==> src/hdl/idrm_pkg.sv <==
// idrm_pkg: constants for the dma request and mask block.
// assumes an apb slave with 32-bit data and one word per register.
package idrm_pkg;
    // ==================================================
    // register indices (byte address is four times these)
    localparam logic [7:0] IDX_DMA1_STATUS = 8'h08;
    localparam logic [7:0] IDX_DMA1_SOFT_REQUEST = 8'h09;
    localparam logic [7:0] IDX_DMA1_SINGLE_MASK = 8'h0A;
    localparam logic [7:0] IDX_DMA1_MASTER_CLEAR = 8'h0D;
    localparam logic [7:0] IDX_DMA1_ALL_MASK = 8'h0F;
    localparam logic [7:0] IDX_DMA2_STATUS = 8'h10;
    localparam logic [7:0] IDX_DMA2_SOFT_REQUEST = 8'h12;
    localparam logic [7:0] IDX_DMA2_SINGLE_MASK = 8'h14;
    localparam logic [7:0] IDX_DMA2_ALL_MASK = 8'h1E;
    localparam logic [7:0] IDX_DMA2_MASTER_CLEAR = 8'h1F;
    localparam int ADDR_W = 8;
    localparam int WORD_SHIFT = 2;
    // ==================================================
    // field positions
    localparam int SEL_LSB = 0;
    localparam int SEL_MSB = 1;
    localparam int ACT_BIT = 2;
    localparam int ALL_MSB = 3;
    localparam int STAT_REQ_LSB = 4;
    localparam int CASCADE_CH = 4;
    // ==================================================
    // reset values, cascade select code and synchroniser depth
    localparam logic [7:0] MASK_RESET = 8'hFF;
    localparam logic [3:0] ALL_MASK_RESET = 4'hF;
    localparam logic [7:0] SOFT_RESET = 8'h00;
    localparam logic [1:0] SEL_CASCADE = 2'h0;
    localparam int SYNC_STAGES = 2;
endpackage

==> src/hdl/idrm_sync.sv <==
// idrm_sync: two-flop synchroniser for a bus of level inputs.
// assumes inputs may change at any time relative to pclk.
`timescale 1ns/1ns
`default_nettype none
module idrm_sync #(
    parameter int WIDTH = 7
) (
    input wire logic pclk,
    input wire logic presetn,
    input wire logic [WIDTH-1:0] async_in,
    output logic [WIDTH-1:0] sync_out
);
    // ==================================================
    // two stages, first stage read only by second
    logic [WIDTH-1:0] meta_q;
    always_ff @(posedge pclk or negedge presetn)
    begin
        if (!presetn)
        begin
            meta_q <= '0;
            sync_out <= '0;
        end
        else
        begin
            meta_q <= async_in;
            sync_out <= meta_q;
        end
    end
endmodule
`default_nettype wire

==> src/hdl/idrm_top.sv <==
// idrm_top: request and mask logic of two cascaded isa dma controllers.
// assumes an apb master on pclk and asynchronous dreq pins.
// Overview of operation
// - low two bits of a request write pick the controller channel.
// - request write with bit 2 set raises a software request.
// - request write with bit 2 clear drops the software request.
// - software request acts like an asserted dreq, except that its own channel mask does not block it.
// - software requests ignore their own channel mask but still enter priority.
// - second controller request write raises only channels 5 to 7.
// - single mask write with bit 2 set masks the channel.
// - single mask write with bit 2 clear unmasks the channel.
// - reset leaves every channel masked.
// - first all-mask write loads masks 0-3, one disables.
// - second single mask covers channels 4-7, 00 is channel 4.
// - second all-mask bits 0-3 map to channels 4-7.
// - masking channel 4 blocks channels 0-3 through the cascade.
// - all-mask reads return the live mask state.
// - master clear drops requests and sets all masks of a controller.
//
// Register access over APB was chosen for this implementation.
`timescale 1ns/1ns
`default_nettype none
module idrm_top
    import idrm_pkg::*;
(
    input wire logic pclk,
    input wire logic presetn,
    input wire logic psel,
    input wire logic penable,
    input wire logic pwrite,
    input wire logic [idrm_pkg::ADDR_W-1:0] paddr,
    input wire logic [31:0] pwdata,
    output logic [31:0] prdata,
    output logic pready,
    output logic pslverr,
    input wire logic [3:0] dreq_dma1,
    input wire logic [2:0] dreq_dma2,
    output logic [7:0] chan_req,
    output logic grant_valid,
    output logic [2:0] grant_chan
);
    import idrm_pkg::*;

    // ==================================================
    // dreq synchronisers
    logic [6:0] dreq_s;
    idrm_sync #(.WIDTH(7)) u_sync (
        .pclk(pclk),
        .presetn(presetn),
        .async_in({dreq_dma2, dreq_dma1}),
        .sync_out(dreq_s)
    );
    wire logic [7:0] hw_req = {dreq_s[6:4], 1'b0, dreq_s[3:0]};

    // ==================================================
    // apb decode
    logic [7:0] mask_q;
    logic [7:0] mask_d;
    logic [7:0] soft_q;
    logic [7:0] soft_d;
    logic [31:0] prdata_q;
    logic pready_q;
    logic pslverr_q;
    wire logic [7:0] idx = {{WORD_SHIFT{1'b0}}, paddr[ADDR_W-1:WORD_SHIFT]};
    wire logic aligned = (paddr[WORD_SHIFT-1:0] == 2'h0);
    wire logic hit_st1 = aligned && (idx == IDX_DMA1_STATUS);
    wire logic hit_rq1 = aligned && (idx == IDX_DMA1_SOFT_REQUEST);
    wire logic hit_sm1 = aligned && (idx == IDX_DMA1_SINGLE_MASK);
    wire logic hit_mc1 = aligned && (idx == IDX_DMA1_MASTER_CLEAR);
    wire logic hit_am1 = aligned && (idx == IDX_DMA1_ALL_MASK);
    wire logic hit_st2 = aligned && (idx == IDX_DMA2_STATUS);
    wire logic hit_rq2 = aligned && (idx == IDX_DMA2_SOFT_REQUEST);
    wire logic hit_sm2 = aligned && (idx == IDX_DMA2_SINGLE_MASK);
    wire logic hit_am2 = aligned && (idx == IDX_DMA2_ALL_MASK);
    wire logic hit_mc2 = aligned && (idx == IDX_DMA2_MASTER_CLEAR);
    wire logic hit_any = hit_st1 || hit_rq1 || hit_sm1 || hit_mc1 || hit_am1
        || hit_st2 || hit_rq2 || hit_sm2 || hit_am2 || hit_mc2;
    // one wait state: pready rises in the second access cycle
    wire logic acc = psel && penable;
    wire logic done = acc && pready_q;
    wire logic wr = done && pwrite && hit_any;
    wire logic [1:0] sel = pwdata[SEL_MSB:SEL_LSB];
    wire logic act = pwdata[ACT_BIT];
    wire logic [2:0] ch1 = {1'b0, sel};
    wire logic [2:0] ch2 = {1'b1, sel};
    wire logic wr_rq1 = wr && hit_rq1;
    wire logic wr_rq2 = wr && hit_rq2 && (sel != SEL_CASCADE);
    wire logic wr_sm1 = wr && hit_sm1;
    wire logic wr_sm2 = wr && hit_sm2;
    wire logic wr_am1 = wr && hit_am1;
    wire logic wr_am2 = wr && hit_am2;
    wire logic wr_mc1 = wr && hit_mc1;
    wire logic wr_mc2 = wr && hit_mc2;

    // ==================================================
    // mask and software request next state
    always_comb
    begin
        mask_d = mask_q;
        soft_d = soft_q;
        if (wr_rq1)
            soft_d[ch1] = act;
        if (wr_rq2)
            soft_d[ch2] = act;
        if (wr_sm1)
            mask_d[ch1] = act;
        if (wr_sm2)
            mask_d[ch2] = act;
        if (wr_am1)
            mask_d[3:0] = pwdata[ALL_MSB:0];
        if (wr_am2)
            mask_d[7:4] = pwdata[ALL_MSB:0];
        if (wr_mc1)
        begin
            mask_d[3:0] = ALL_MASK_RESET;
            soft_d[3:0] = SOFT_RESET[3:0];
        end
        if (wr_mc2)
        begin
            mask_d[7:4] = ALL_MASK_RESET;
            soft_d[7:4] = SOFT_RESET[7:4];
        end
    end

    always_ff @(posedge pclk or negedge presetn)
    begin
        if (!presetn)
        begin
            mask_q <= MASK_RESET;
            soft_q <= SOFT_RESET;
        end
        else
        begin
            mask_q <= mask_d;
            soft_q <= soft_d;
        end
    end

    // ==================================================
    // per-channel request to priority logic
    logic [7:0] eff;
    genvar gi;
    generate
        for (gi = 0; gi < 8; gi++)
        begin : g_req
            if (gi == CASCADE_CH)
            begin : g_cas
                // cascade carries controller 1, blocked by mask 4
                assign eff[gi] = (|eff[3:0]) && !mask_q[gi];
            end
            else
            begin : g_ch
                assign eff[gi] = (hw_req[gi] && !mask_q[gi]) || soft_q[gi];
            end
        end
    endgenerate
    wire logic [7:0] req_out = {eff[7:4], eff[3:0] & {4{eff[CASCADE_CH]}}};

    // fixed priority: lowest channel first, channel 4 pulls in controller 1 ahead of channels 5 to 7
    logic [2:0] win;
    logic win_v;
    always_comb
    begin
        win = 3'h0;
        win_v = 1'b0;
        for (int i = 7; i >= 0; i--)
        begin
            if (req_out[i] && (i != CASCADE_CH))
            begin
                win = 3'(i);
                win_v = 1'b1;
            end
        end
        if (req_out[CASCADE_CH])
        begin
            for (int j = 3; j >= 0; j--)
            begin
                if (req_out[j])
                    win = 3'(j);
            end
        end
        else
        begin
            for (int k = 7; k >= 5; k--)
            begin
                if (req_out[k])
                    win = 3'(k);
            end
        end
    end

    logic [7:0] chan_req_q;
    logic grant_valid_q;
    logic [2:0] grant_chan_q;
    always_ff @(posedge pclk or negedge presetn)
    begin
        if (!presetn)
        begin
            chan_req_q <= 8'h00;
            grant_valid_q <= 1'b0;
            grant_chan_q <= 3'h0;
        end
        else
        begin
            chan_req_q <= req_out;
            grant_valid_q <= win_v;
            grant_chan_q <= win;
        end
    end

    // ==================================================
    // read data and apb answer
    wire logic [31:0] rd_st1 = {24'h0, hw_req[3:0], 4'h0};
    wire logic [31:0] rd_st2 = {24'h0, hw_req[7:5], 5'h00};
    wire logic [31:0] rd_am1 = {28'h0, mask_q[3:0]};
    wire logic [31:0] rd_am2 = {28'h0, mask_q[7:4]};
    wire logic [31:0] rd_mux = hit_st1 ? rd_st1 : hit_st2 ? rd_st2
        : hit_am1 ? rd_am1 : hit_am2 ? rd_am2 : 32'h0;

    always_ff @(posedge pclk or negedge presetn)
    begin
        if (!presetn)
        begin
            pready_q <= 1'b0;
            pslverr_q <= 1'b0;
            prdata_q <= 32'h0;
        end
        else
        begin
            pready_q <= acc && !pready_q;
            pslverr_q <= acc && !pready_q && !hit_any;
            if (acc && !pready_q && !pwrite)
                prdata_q <= rd_mux;
        end
    end

    assign prdata = prdata_q;
    assign pready = pready_q;
    assign pslverr = pslverr_q;
    assign chan_req = chan_req_q;
    assign grant_valid = grant_valid_q;
    assign grant_chan = grant_chan_q;

    // ==================================================
    // checks
    logic rst_seen_q;
    always_ff @(posedge pclk or negedge presetn)
    begin
        if (!presetn)
            rst_seen_q <= 1'b1;
        else
            rst_seen_q <= 1'b0;
    end
endmodule
`default_nettype wire

==> config.mk <==
export PLATFORM = sky130hd
export DESIGN_NAME = idrm_top
export DESIGN_NICKNAME = d
export VERILOG_FILES = /design/src/hdl/idrm_pkg.sv /design/src/hdl/idrm_sync.sv /design/src/hdl/idrm_top.sv
export SDC_FILE = /design/constraint.sdc
export NUM_CORES = 1
export LEC_CHECK = 0
export BUFFER_PORTS_ARGS = -buffer_cell sky130_fd_sc_hd__buf_4
export CORE_MARGIN = 2
export CORE_UTILIZATION = 44
export DETAILED_ROUTE_END_ITERATION = 10
export PLACE_DENSITY = 0.83
export SKIP_CTS_REPAIR_TIMING = 1
export SYNTH_ARGS = -nofsm -noshare
export SYNTH_HDL_FRONTEND = slang
export SYNTH_SLANG_ARGS = --single-unit
==> constraint.sdc <==
create_clock -name pclk -period 1.4 [get_ports pclk]
set_input_delay 0.28 -clock pclk [delete_from_list [all_inputs] [get_ports pclk]]
set_output_delay 0.28 -clock pclk [all_outputs]
set_load 0.05 [all_outputs]
==> results.json <==
{
  "violations": "negative setup slack",
  "fin_ws_ns": -0.0855,
  "final_core_utilization_pct": 61.1,
  "drc": 0,
  "drt_iter0_markers": 220,
  "synth_ff_type": "dfrtp_1",
  "arrival_ns": 1.72,
  "async_flop_share_pct": 100,
  "hold_path_class": "input port to register",
  "dpl.hpwl_microns": 5000,
  "ios": 98,
  "netlist-cell-type-count": 57,
  "netlist_instances": 259,
  "p_clk_share_pct": 32.7,
  "multi_input_area_sq_um": 1230,
  "cp-end-kind": "register",
  "drt-met1-wl_microns": 2660,
  "p_leak_nw": 1.64,
  "post_drt_wl_per_cell_microns": 15.0,
  "met3_wirelength_microns": 485,
  "finalNetCount": 405,
  "port_buffers": 45,
  "syn_avg_cell_area_sq_um": 10.1,
  "final_layout_size_suffix_gt1_share_pct": 39.0,
  "start_kind": "register",
  "crit_buf_inv": 2,
  "crit_family": "simple AND/OR/NAND/NOR gates",
  "grt_max_degree": 29,
  "cp.required_ns": 1.63,
  "gr-total-overflow": 0,
  "drv_slew": 0,
  "ys_seq_area_share_pct": 49.0,
  "crit_top_cell": "buf_6",
  "die_area_sq_um": 6600,
  "powerDensity_nw_per_um2": 903,
  "first_global_vias": 2115,
  "cp_slowest_cell": "dfrtp_2",
  "antenna_found_initial": 0,
  "cts_buffers": 5,
  "vias": 2329,
  "syn_to_final_growth_pct": 36.1,
  "status": "complete, but fails checks",
  "stdcell_area_sq_um": 3570,
  "p_sw_mw": 0.906,
  "cts.sinks": 51,
  "initial_core_util_pct": 44.8,
  "cts_max_level": 2,
  "rows": 28,
  "dr_wl_met2_microns": 3130,
  "wirelength_microns": 6450,
  "syn_area_sq_um": 2620,
  "drtAntennaViolNets": 0,
  "highest_layer": "met4",
  "fin_crit_sh_pct": 106,
  "cts_root_buf": "clkbuf_8",
  "synth_seq_cells": 51,
  "cp_cell_sequence": "buf_6 > nand4_1 > nor3_4 > buf_6 > and4_1 > or3_1",
  "clk_pin_slew_ns": 0.09,
  "cpPeakStageDelay_ns": 0.42,
  "netSwitchingFraction_pct": 28.1,
  "clock_path_buffers": 2,
  "worstPathMaxFanout": 4,
  "die-height_microns": 81.2,
  "max_cap_viol_count": 0,
  "ir_drop_mv": 0.842,
  "seqPwrFrac_pct": 47.8,
  "coreArea_sq_um": 5850,
  "p_int_mw": 2.32,
  "setup_viol": 13,
  "cts_tree": "built",
  "diodes": 0,
  "die_w_microns": 81.2,
  "fillCellCount": 476,
  "ys.warnings.count": 0,
  "hold_viol_final": 0,
  "track_usage_pct": 20.1,
  "finClkSkew_ns": 0.00508,
  "grt_pass1_wl_microns": 10100,
  "rsz0062_at_grt": "true",
  "place_congestion": 0.904,
  "first_pass_iters": 6,
  "place_area_sq_um": 3330,
  "fin_crit_ns": 1.49,
  "pwr-share-comb_pct": 19.5,
  "worstSkewPairLatency_ns": 0.30,
  "clock.fmax_ghz": 0.673,
  "criticalPathCategory": "register to register",
  "ff_latch_area_sq_um": 1290,
  "synth_edf_count": 0,
  "routed_via_density": 5.43
}
-- cells in the final DEF, fill, tap and decap left out, types with 5 or more instances in the layout --
| master | synthesis | layout |
|---|---|---|
| nand4_1 | 7 | 7 |
| nand3_1 | 9 | 9 |
| nor2b_1 | 9 | 7 |
| nand2_1 | 12 | 11 |
| o31ai_1 | 5 | 5 |
| a21oi_1 | 17 | 15 |
| conb_1 | 1 | 24 |
| o21ai_1 | 1 | 5 |
| nor2_1 | 10 | 8 |
| dfstp_2 | 8 | 8 |
| dfrtp_1 | 43 | 42 |
| o211ai_1 | 5 | 5 |
| clkbuf_8 | 0 | 6 |
| inv_1 | 14 | 14 |
| buf_4 | 25 | 92 |
-- layout make-up --
type / instances / share of cell area (%)
Timing Repair Buffer: 99 / 22.0
Sequential cell: 51 / 36.0
Tap cell: 75 / 2.63
Multi-Input combinational cell: 182 / 34.5
Clock buffer: 6 / 2.31
Clock inverter: 2 / 1.09
Inverter: 14 / 1.47
-- Yosys cell counts, types with 3 or more instances --
cell       n  area, sq um
and2_0     4         25.0
inv_1     14         52.6
o211ai_1   5         37.5
nor2b_1    9         56.3
buf_2      3         15.0
nor2_1    10         37.5
nand3_1    9         45.0
nand2_1   12         45.0
a22oi_1    4         30.0
or3_1      3         18.8
nand3b_1   4         30.0
a21oi_1   17         85.1
and4_1     3         26.3
o21ai_0    8         40.0
nand4_1    7         43.8
dfrtp_1   43         1080
clkbuf_1   7         26.3
a221o_1    3         30.0
a211oi_1   3         22.5
and2_1     3         18.8
o31ai_1    5         37.5
dfstp_2    8          210
a41oi_1    3         26.3
a311oi_1   3         26.3
nor4_1     3         18.8
buf_4     25          188
a21o_1     4         30.0
-- sequential cells by signal (all words and copies together), names as in the netlist --
register         cells
u_sync.meta_q        7
mask_q               8
chan_req             8
pslverr              1
soft_q               7
pready               1
grant_chan           3
grant_valid          1
u_sync.sync_out      7
prdata               8
-- worst register-to-register path, delay by kind of cell (launching register included) --
family	cells	cell delay (ns)
DFF	1	0.42
buffers and inverters	2	0.25
and+or+nand+nor	4	0.75
-- metal layers --
metal | vias to the layer above | global-route usage (%)
met2 | 109 | 33.3
met3 | 18 | 4.22
li1 | 1090 | -
met5 | - | 0
met4 | 0 | 7.29
met1 | 1112 | 26.0
-- power groups by stage --
stage | sequential (mW) | combinational, mW | clock [mW]
4_1_cts | 1.54 | 0.603 | 1.07
3_5_place_dp | 1.57 | 0.602 | 0
5_1_grt | 1.55 | 0.673 | 1.13
2_1_floorplan | 1.63 | 0.337 | 0
6_report | 1.54 | 0.630 | 1.06
3_3_place_gp | 1.57 | 0.592 | 0
-- path summary, 6_finish.rpt --
path                            cells after the start              from  slack (ns)                 end
worst max-delay path                                6            pready       -0.09           mask_q[3]
worst min-delay path                                1      dreq_dma1[3]        0.08    u_sync.meta_q[3]
worst max register to register                      6            pready       -0.09           mask_q[3]
worst min register to register                      0  u_sync.meta_q[0]        0.35  u_sync.sync_out[0]
max in group asynchronous                           3           presetn        0.49           mask_q[0]
min in group asynchronous                           2           presetn        0.41           prdata[2]
-- kinds of logic after synthesis --
| family | after synthesis | share of synthesized area [%] |
|---|---|---|
| compound gates | 70 | 18.5 |
| other cells | 1 | 0.143 |
| flops | 51 | 49.0 |
| simple gates | 85 | 20.6 |
| buf+inv | 50 | 10.9 |
| mux | 2 | 0.763 |
-- metrics by stage --
stage	hold slack, ns	std cells	total power [mW]	TNS (ns)	worst slack, ns
final	0.0768	429	3.23	-0.611	-0.0855
after floorplan	-0.0156	282	1.97	-1.09	-0.186
after CTS	-0.135	425	3.21	-1.59	-0.178
after global routing	0.0584	429	3.35	-1.65	-0.143
after global placement	0.186	417	2.16	-2.55	-0.183
after detailed placement	0.192	417	2.17	-3.12	-0.221
Note: power is estimated with default switching activity, not from simulation.
